**src/asr_pkg.sv**
```systemverilog
// Package with timing constants and states for the static memory host controller.
package asr_pkg;

   // Clock period of clk_sys in picoseconds (250 MHz).
   localparam int unsigned CLK_PERIOD_PS = 4000;

   // Pin timing figures in nanoseconds, and power-up wait in microseconds.
   localparam int unsigned POWER_UP_US          = 100;
   localparam int unsigned READ_CYCLE_NS        = 10;
   localparam int unsigned ADDRESS_ACCESS_NS    = 10;
   localparam int unsigned WRITE_PULSE_NS       = 7;
   localparam int unsigned WRITE_DATA_SETUP_NS  = 6;
   localparam int unsigned ADDR_SETUP_END_NS    = 7;
   localparam int unsigned WRITE_CYCLE_NS       = 10;
   localparam int unsigned OUTPUT_OFF_NS        = 6;

   // Least times round up to whole cycles; every count is at least one.
   localparam int unsigned POWER_UP_CYCLES =
      (POWER_UP_US * 1000000 + CLK_PERIOD_PS - 1) / CLK_PERIOD_PS;
   localparam int unsigned READ_CYCLES_RAW =
      (ADDRESS_ACCESS_NS * 1000 + CLK_PERIOD_PS - 1) / CLK_PERIOD_PS;
   // Add one cycle so the pin is sampled after the access time, then two
   // synchroniser stages delay the captured value further.
   localparam int unsigned READ_CYCLES = READ_CYCLES_RAW + 1;
   localparam int unsigned WRITE_PULSE_RAW =
      (WRITE_PULSE_NS * 1000 + CLK_PERIOD_PS - 1) / CLK_PERIOD_PS;
   localparam int unsigned WRITE_PULSE_CYCLES =
      (WRITE_PULSE_RAW < 1) ? 1 : WRITE_PULSE_RAW;
   // Gap after every read or write ends, before the next access, lets the output driver settle.
   localparam int unsigned RECOVER_CYCLES =
      (OUTPUT_OFF_NS * 1000 + CLK_PERIOD_PS - 1) / CLK_PERIOD_PS;

   // Width of the memory cell address.
   localparam int unsigned ADDR_WIDTH = 20;

   // Controller states.
   typedef enum logic [2:0] {
      ASR_POWER_UP,
      ASR_IDLE,
      ASR_READ,
      ASR_WRITE_SETUP,
      ASR_WRITE_PULSE,
      ASR_RECOVER
   } asr_state_t;

endpackage : asr_pkg

```
**src/asr_host.sv**
```systemverilog
// Host controller that drives a one-bit asynchronous static memory by its pins.
`timescale 1ns/1ps
`default_nettype none

// Notes on behaviour
// - Wait 100 us after power before access.
// - Write while select and strobe low, 7 ns.
// - Both select and strobe low start write.
// - Write data valid 6 ns before end.
// - Write data held through ending edge.
// - Address stable no later than write start.
// - Address stable 7 ns before, held after.
// - Write strobe high throughout every read.
// - Address valid by select falling edge.
module asr_host #(
   parameter int unsigned POWER_UP_CYCLES = asr_pkg::POWER_UP_CYCLES
) (
   // Clock and reset.
   input  wire logic                            clk_sys,
   input  wire logic                            reset,
   // User request side.
   input  wire logic                            req_valid,
   input  wire logic                            req_write,
   input  wire logic [asr_pkg::ADDR_WIDTH-1:0]  req_address,
   input  wire logic                            req_wdata,
   output logic                                 req_ready,
   output logic                                 rsp_valid,
   output logic                                 rsp_rdata,
   // Memory pins.
   output logic [asr_pkg::ADDR_WIDTH-1:0]       cell_address,
   output logic                                 chip_select_n,
   output logic                                 write_strobe_n,
   output logic                                 data_in,
   input  wire logic                            data_out
);

   // The counter spans the power-up wait or the longest access, whichever is longer.
   localparam int unsigned SPAN_MAX  = asr_pkg::READ_CYCLES + 3 + asr_pkg::WRITE_PULSE_CYCLES
                                       + asr_pkg::RECOVER_CYCLES;
   localparam int unsigned CNT_MAX   = (POWER_UP_CYCLES > SPAN_MAX) ? POWER_UP_CYCLES : SPAN_MAX;
   localparam int unsigned CNT_W     = $clog2(CNT_MAX + 1);
   localparam int unsigned PULSE_PS  = asr_pkg::WRITE_PULSE_CYCLES * asr_pkg::CLK_PERIOD_PS;
   localparam int unsigned ACCESS_PS = asr_pkg::READ_CYCLES_RAW * asr_pkg::CLK_PERIOD_PS;

   // Refuse a zero wait, and counts that would break pin timing at this clock rate.
   if (POWER_UP_CYCLES < 1) begin : g_bad_power_up
      $error("POWER_UP_CYCLES must be at least one");
   end
   if (PULSE_PS < asr_pkg::WRITE_PULSE_NS * 1000) begin : g_bad_pulse
      $error("write overlap shorter than the least pulse width");
   end
   if (ACCESS_PS < asr_pkg::ADDRESS_ACCESS_NS * 1000) begin : g_bad_access
      $error("read wait shorter than the access time");
   end
   if (asr_pkg::RECOVER_CYCLES < 1) begin : g_bad_recover
      $error("recovery span must be at least one cycle");
   end

   // State, counter and registered copies of every pin and output.
   asr_pkg::asr_state_t                  state_reg;
   asr_pkg::asr_state_t                  state_next;
   logic [CNT_W-1:0]                     count_reg;
   logic [CNT_W-1:0]                     count_next;
   logic [asr_pkg::ADDR_WIDTH-1:0]       addr_reg;
   logic [asr_pkg::ADDR_WIDTH-1:0]       addr_next;
   logic                                 cs_n_reg;
   logic                                 cs_n_next;
   logic                                 we_n_reg;
   logic                                 we_n_next;
   logic                                 din_reg;
   logic                                 din_next;
   logic                                 ready_reg;
   logic                                 ready_next;
   logic                                 rsp_valid_reg;
   logic                                 rsp_valid_next;
   logic                                 rdata_reg;
   logic                                 rdata_next;
   logic                                 dout_meta_reg;
   logic                                 dout_sync_reg;

   // The data pin is asynchronous to clk_sys, so it passes two flip-flops first.
   always_ff @(posedge clk_sys or posedge reset) begin
      if (reset) begin
         dout_meta_reg <= 1'b0;
         dout_sync_reg <= 1'b0;
      end else begin
         dout_meta_reg <= data_out;
         dout_sync_reg <= dout_meta_reg;
      end
   end

   // Sequence the pins; the address is set a whole cycle before any strobe falls.
   always_comb begin
      state_next     = state_reg;
      count_next     = count_reg;
      addr_next      = addr_reg;
      cs_n_next      = cs_n_reg;
      we_n_next      = we_n_reg;
      din_next       = din_reg;
      ready_next     = 1'b0;
      rsp_valid_next = 1'b0;
      rdata_next     = rdata_reg;
      case (state_reg)
         asr_pkg::ASR_POWER_UP: begin
            // No access before the supply has settled.
            if (count_reg == CNT_W'(POWER_UP_CYCLES - 1)) begin
               state_next = asr_pkg::ASR_IDLE;
               count_next = '0;
               ready_next = 1'b1;
            end else begin
               count_next = count_reg + CNT_W'(1);
            end
         end
         asr_pkg::ASR_IDLE: begin
            // Deselected between accesses so the memory sits in standby.
            cs_n_next  = 1'b1;
            we_n_next  = 1'b1;
            ready_next = 1'b1;
            if (req_valid && ready_reg) begin
               ready_next = 1'b0;
               addr_next  = req_address;
               din_next   = req_wdata;
               count_next = '0;
               state_next = req_write ? asr_pkg::ASR_WRITE_SETUP : asr_pkg::ASR_READ;
            end
         end
         asr_pkg::ASR_READ: begin
            // Select falls after the address has stood one cycle; strobe stays high.
            cs_n_next = 1'b0;
            we_n_next = 1'b1;
            count_next = count_reg + CNT_W'(1);
            // Wait access time plus the two synchroniser stages before capture.
            if (count_reg == CNT_W'(asr_pkg::READ_CYCLES + 2)) begin
               rdata_next     = dout_sync_reg;
               rsp_valid_next = 1'b1;
               cs_n_next      = 1'b1;
               state_next     = asr_pkg::ASR_RECOVER;
               count_next     = '0;
            end
         end
         asr_pkg::ASR_WRITE_SETUP: begin
            // Both strobes fall together; the address has settled a cycle earlier.
            cs_n_next  = 1'b0;
            we_n_next  = 1'b0;
            count_next = '0;
            state_next = asr_pkg::ASR_WRITE_PULSE;
         end
         asr_pkg::ASR_WRITE_PULSE: begin
            // Overlap covers pulse width, data setup and address setup.
            count_next = count_reg + CNT_W'(1);
            if (count_reg == CNT_W'(asr_pkg::WRITE_PULSE_CYCLES - 1)) begin
               // Both strobes rise together; address and data stay put this edge.
               we_n_next  = 1'b1;
               cs_n_next  = 1'b1;
               count_next = '0;
               state_next = asr_pkg::ASR_RECOVER;
            end
         end
         asr_pkg::ASR_RECOVER: begin
            // Hold address and data one more span so the next cycle starts clean.
            count_next = count_reg + CNT_W'(1);
            if (count_reg == CNT_W'(asr_pkg::RECOVER_CYCLES - 1)) begin
               count_next = '0;
               ready_next = 1'b1;
               state_next = asr_pkg::ASR_IDLE;
            end
         end
         default: begin
            state_next = asr_pkg::ASR_IDLE;
            cs_n_next  = 1'b1;
            we_n_next  = 1'b1;
         end
      endcase
   end

   // Register all state; pins come straight from these flip-flops.
   always_ff @(posedge clk_sys or posedge reset) begin
      if (reset) begin
         state_reg     <= asr_pkg::ASR_POWER_UP;
         count_reg     <= '0;
         addr_reg      <= '0;
         cs_n_reg      <= 1'b1;
         we_n_reg      <= 1'b1;
         din_reg       <= 1'b0;
         ready_reg     <= 1'b0;
         rsp_valid_reg <= 1'b0;
         rdata_reg     <= 1'b0;
      end else begin
         state_reg     <= state_next;
         count_reg     <= count_next;
         addr_reg      <= addr_next;
         cs_n_reg      <= cs_n_next;
         we_n_reg      <= we_n_next;
         din_reg       <= din_next;
         ready_reg     <= ready_next;
         rsp_valid_reg <= rsp_valid_next;
         rdata_reg     <= rdata_next;
      end
   end

   // Every output is a flip-flop, so the pins never glitch between edges.
   assign req_ready      = ready_reg;
   assign rsp_valid      = rsp_valid_reg;
   assign rsp_rdata      = rdata_reg;
   assign cell_address   = addr_reg;
   assign chip_select_n  = cs_n_reg;
   assign write_strobe_n = we_n_reg;
   assign data_in        = din_reg;

endmodule : asr_host

`default_nettype wire

```
**config.mk**
```make
export PLATFORM = sky130hd
export DESIGN_NAME = asr_host
export DESIGN_NICKNAME = d
export VERILOG_FILES = /design/src/asr_pkg.sv /design/src/asr_host.sv
export SDC_FILE = /design/constraint.sdc
export NUM_CORES = 1
export LEC_CHECK = 0
export ABC_AREA = 0
export BUFFER_PORTS_ARGS = -buffer_cell sky130_fd_sc_hd__buf_2
export CAP_MARGIN = 20
export CORE_ASPECT_RATIO = 2
export CORE_UTILIZATION = 55
export CTS_CLUSTER_DIAMETER = 200
export DETAILED_ROUTE_END_ITERATION = 10
export HOLD_SLACK_MARGIN = 0.08
export PLACE_DENSITY_LB_ADDON = 0.12
export SLEW_MARGIN = 20
export SYNTH_ARGS = -nofsm -noshare
export SYNTH_HDL_FRONTEND = slang
export SYNTH_SLANG_ARGS = --single-unit
```
**constraint.sdc**
```tcl
create_clock -name clk_sys -period 2.9 [get_ports clk_sys]
set_input_delay 0.29 -clock clk_sys [delete_from_list [all_inputs] [get_ports clk_sys]]
set_output_delay 0.29 -clock clk_sys [all_outputs]
set_load 0.01 [all_outputs]
```
* Yosys cells after proc, flatten, opt, wreduce, memory -nomap -nowiden
Cells that the tools add are included.
Word-level totals: flip-flop bits (word level) 46, input port bits 26, output and inout port bits 26, logic and storage cells 57
Cells by class: $add $sub $neg 1, equality and inequality tests 13, muxes and demuxes 21, bitwise gates (word level) 1, reduce and logical (&&, ||, !) cells 10
Operators with widths (number):
- 15-bit one-hot mux with 5 select lines | 1
- 15-bit two-way mux | 4
- 3-bit one-hot mux with 6 select lines | 1
- 15-bit by 1-bit adder with 15-bit output, second input constant | 1
- 15-bit by 1-bit == test with 1-bit output, second input constant | 1
- 15-bit == test, second input constant | 1
- 15-bit by 3-bit == test with 1-bit output, second input constant | 1
- 3-bit two-way mux | 5
- 2-bit != test, second input constant | 5
- 2-bit AND reduction | 4
- 1-bit two-way mux | 7
- 3-bit by 2-bit == test with 1-bit output, second input constant | 2
- 3-bit == test, second input constant | 2
- 1-bit one-hot mux with 3 select lines | 2
- 5-bit AND reduction | 1
- 5-bit nonzero test | 1
- 1-bit one-hot mux with 4 select lines | 1
- 2-bit OR reduction | 2
- 3-bit by 1-bit == test with 1-bit output, second input constant | 1
- 3-bit zero test | 1
- 1-bit logical AND | 1
- 1-bit inverter | 1

* Longest topological paths before layout
depth in word-level cells 4, depth in mapped cells 8, depth with buffers taken out 8

* Worst setup path before layout
No wires, ideal clock.
kind register -> register, from register count_reg[0], to register count_reg[14], library setup time 0.076 ns, arrival time 1.756 ns, required time 2.824 ns, slack 1.068 ns, cell stages (with the launch flop) 8, path buffers 0, period minus slack after synthesis 1.832 ns, cells stage by stage dfrtp_1 -> ha_1 -> and4_1 -> nand4_1 -> o21ai_2 -> and2_4 -> or4_1 -> o21ai_1
Between the ends: cells in the longest elaborated chain, start to end 3, elaborated cells on any way between the ends 8, those cells by class 1 x add/sub; 3 x eq/ne; 4 x mux
Ends and longest elaborated chain:
- start: declaration | RTL line asr_host.sv:62 | logic [CNT_W-1:0] count_reg;
- start signal: assignment | RTL line asr_host.sv:190 | count_reg <= count_next;
- 15-bit by 1-bit adder with 15-bit output, or another cell as far along
- 15-bit two-way mux (on tied branches)
- 15-bit one-hot mux with 5 select lines (*) | RTL line asr_host.sv:103 | case (state_reg)
Every way passes the cells marked *; elsewhere a longest branch is shown, timed or not. A chain may end at the register's enable or synchronous reset.

* Worst setup path after layout
from register count_reg[0], to register count_reg[0]
Same word-level chain as after synthesis.

==> impl_metrics.csv <==
group,metric,value,unit
run_status,status,"finished clean",
yosys,synth_compound_area_share,11.72,%
sta,finClkSkew,0.006239,ns
setup_path,path_class,"register to register",
sta,setup-tns-final,0,ns
routing,routed_wirelength,4780,um
grt,grt_pass1_vias,1803,
floorplan,die_y,92.52,um
sta,finalSetupViolCount,0,
clock_network,htree_levels,2,
power_and_ir_drop,vdd_drop_max,0.5306,mV
yosys,ys_seq_area_share,51.19,%
routing,wl_per_cell,15.32,um
sta,finalHoldViolations,0,
clock_network,clkLatencyLatePin,0.30,ns
sta,worstMarginPinSlew,0.5516,ns
layout,num_antenna_cells,0,
placement,place.gp.congestion,0.8830,
grt,antenna_found_initial,0,
placement,port-buffer-count,51,
floorplan,die_x,47.26,um
power_and_ir_drop,powerDensity,911.8,nW/um^2
yosys,synth_xor_area_share,0.7773,%
routing,postRouteAntennaNets,0,
yosys,muxShareOfSynthArea,11.44,%
floorplan,coreArea,3884,sq um
setup_path,crit_fanout,8,
sta,timing.hold.ws,0.02891,ns
grt,globalRoute.totalOverflow,0,
layout,largest_reg_flops,20,
yosys,synth_seq_cells,46,
sta,finalWorstSetupSlack,0.7078,ns
layout,finish.utilization,67.85,%
clock_network,clkSlewWorstSetupHoldPaths,0.09,ns
sta,slew_viol_final,0,
routing,dr_total_vias,1784,
routing,via_per_inst,5.718,
yosys,syn_inst,208,
clock_network,clkSinkCount,46,
yosys,netlist-cell-type-count,47,
layout,area_growth_syn_to_layout,16.94,%
floorplan,dieArea,4373,sq um
layout,nNetsFinal,289,
yosys,yosysWarnings,0,
sta,period_needed,2.192,ns
yosys,avgSynthCellArea,10.83,sq um
floorplan,io_pins,52,
sta,fin_crit_sh,75.59,%
yosys,yosysTopAreaCellShare,48.86,%
setup_path,worstPathRequired,3.08,ns
setup_path,startpoint_type,"register",
yosys,synth_top_cell_by_area,"dfrtp_1",
sta,relSlewSlack,63.18,%
floorplan,start_util,58.02,%
floorplan,rows,32,
power_and_ir_drop,p_leak,1.217,nW
routing,first_pass_iters,4,
placement,pre_cts_ws,0.6920,ns
grt,grt_usage,24.61,%
clock_network,cts_tree,"yes",
grt,grt_max_degree,27,
yosys,netlist_area,2253,sq um
routing,drtIter0Drc,40,
clock_network,cts_root_buf,"clkbuf_8",
yosys,synthAdderAreaFrac,1.666,%
yosys,synth-simple-area-share,20.32,%
clock_network,post-cts-setup-buffer-count,0,
layout,layout-drive-gt1-share,35.63,%
clock_network,cts-resized-gates,0,
power_and_ir_drop,fin_total_pwr,0.002403,W
setup_path,crit_arrival,2.37,ns
sta,rsz0062_at_grt,"no",
clock_network,cts_hold_buffers,0,
routing,drc,0,
worst_hold_path,hp-class,"input pin to async pin",
job,cap_violations,0,
sta,timing.fmax,456.2,MHz
layout,fill_cells,334,
yosys,synth_nets,237,
setup_path,endpoint_kind,"register",
grt,grt_pass1_wl,7783,um
clock_network,clk_path_buf_depth,2,
yosys,synth_area_leaders,"dfrtp_1, mux2_2, nand2_1",
placement,dp_hpwl,3711,um
yosys,synth_top_family_by_area,"simple AND/OR/NAND/NOR gates",
clock_network,numCtsBuffers,5,
## stage by stage
stage | area (sq um) | cells
finish | 2635 | 312
global route | 2635 | 312
CTS | 2635 | 312
detailed placement | 2545 | 304
global placement | 2545 | 304
floorplan | 2253 | 208
## synthesized netlist by cell type, drive strengths merged
cell / number
a21boi: 3
a21oi: 8
a22oi: 1
a2bb2oi: 1
a31oi: 1
and2: 4
and3: 2
and4: 3
buf: 4
clkbuf: 4
dfrtp: 44
dfstp: 2
ha: 3
inv: 6
mux2: 22
mux2i: 1
nand2: 21
nand2b: 3
nand3: 13
nand3b: 2
nand4: 5
nand4b: 2
nor2: 10
nor2b: 4
nor3: 7
nor4: 2
nor4b: 1
nor4bb: 1
o21a: 1
o21ai: 11
o21bai: 1
o2bb2ai: 1
o31a: 1
o31ai: 8
o32a: 1
or3: 1
or4: 1
xnor2: 1
xor2: 1
## routing by layer
metal	share of wire, %	global-route usage [%]	up-vias	wire length [um]
li1	-	-	852	-
met5	0	0	-	0
met2	56	44.86	68	2685
met4	4.2	12.86	0	199
met3	3.7	3.119	15	176
met1	36	24.39	849	1719
## kinds of logic after synthesis
| family | count (synthesis) |
|---|---|
| and+or+nand+nor | 82 |
| DFF | 46 |
| buffers and inverters | 14 |
| xor gates and xnor gates | 2 |
| muxes | 23 |
| AOI/OAI and AO/OA | 38 |
| adders and majority gates | 3 |
## layout by cell type, fill, tap and decap left out, types with 2 or more instances in the layout
cell type	n
a21oi_1	8
and2_1	3
inv_1	5
nor2b_1	4
nor2_1	10
ha_1	3
o31ai_1	8
and3_1	2
a21boi_0	2
nand2b_1	3
and4_1	3
nand3_1	13
clkbuf_8	5
nand2_1	20
buf_2	51
nor3_1	7
nand3b_1	2
nand4_1	5
dfrtp_1	44
nand4b_1	2
dfstp_2	2
o21ai_0	9
buf_4	2
mux2_2	22
## worst max-delay path, stage by stage (launching register included)
cell and delay [ns]:
dfrtp_1 0.46, inv_1 0.09, ha_1 0.14, nor4bb_1 0.31, nand4_1 0.25, a22oi_4 0.35, nand2_1 0.14, nand2_1 0.23
o21ai_0 0.11
## cell type report
cell class	instances	area [sq um]	area share (%)
clock buffers	5	68.82	2.612
clock inverters	3	21.27	0.8072
inverters	6	22.52	0.8547
multi-input cells	148	1035	39.27
flip-flops and latches	46	1154	43.78
well taps	51	63.81	2.422
repair buffers	53	270.3	10.26
## path summary, 6_finish.rpt
| check | from | to | slack, ns | depth (start not counted) |
|---|---|---|---|---|
| max | count_reg[0] | count_reg[0] | 0.71 | 8 |
| min | reset | cell_address[10] | 0.03 | 2 |
| max reg2reg | count_reg[0] | count_reg[0] | 0.71 | 8 |
| min reg2reg | dout_meta_reg | dout_sync_reg | 0.36 | 0 |
| max in group asynchronous | reset | write_strobe_n | 2.14 | 3 |
| min in group clk_sys | data_out | dout_meta_reg | 0.09 | 1 |
## where the power goes
part           internal (W)  total (W)  switching, W
logic              0.000460    0.00101      0.000553
clock network      0.000169   0.000386      0.000217
registers          0.000844    0.00100      0.000159
total               0.00147    0.00240      0.000929
(Power assumes the default switching activity.)
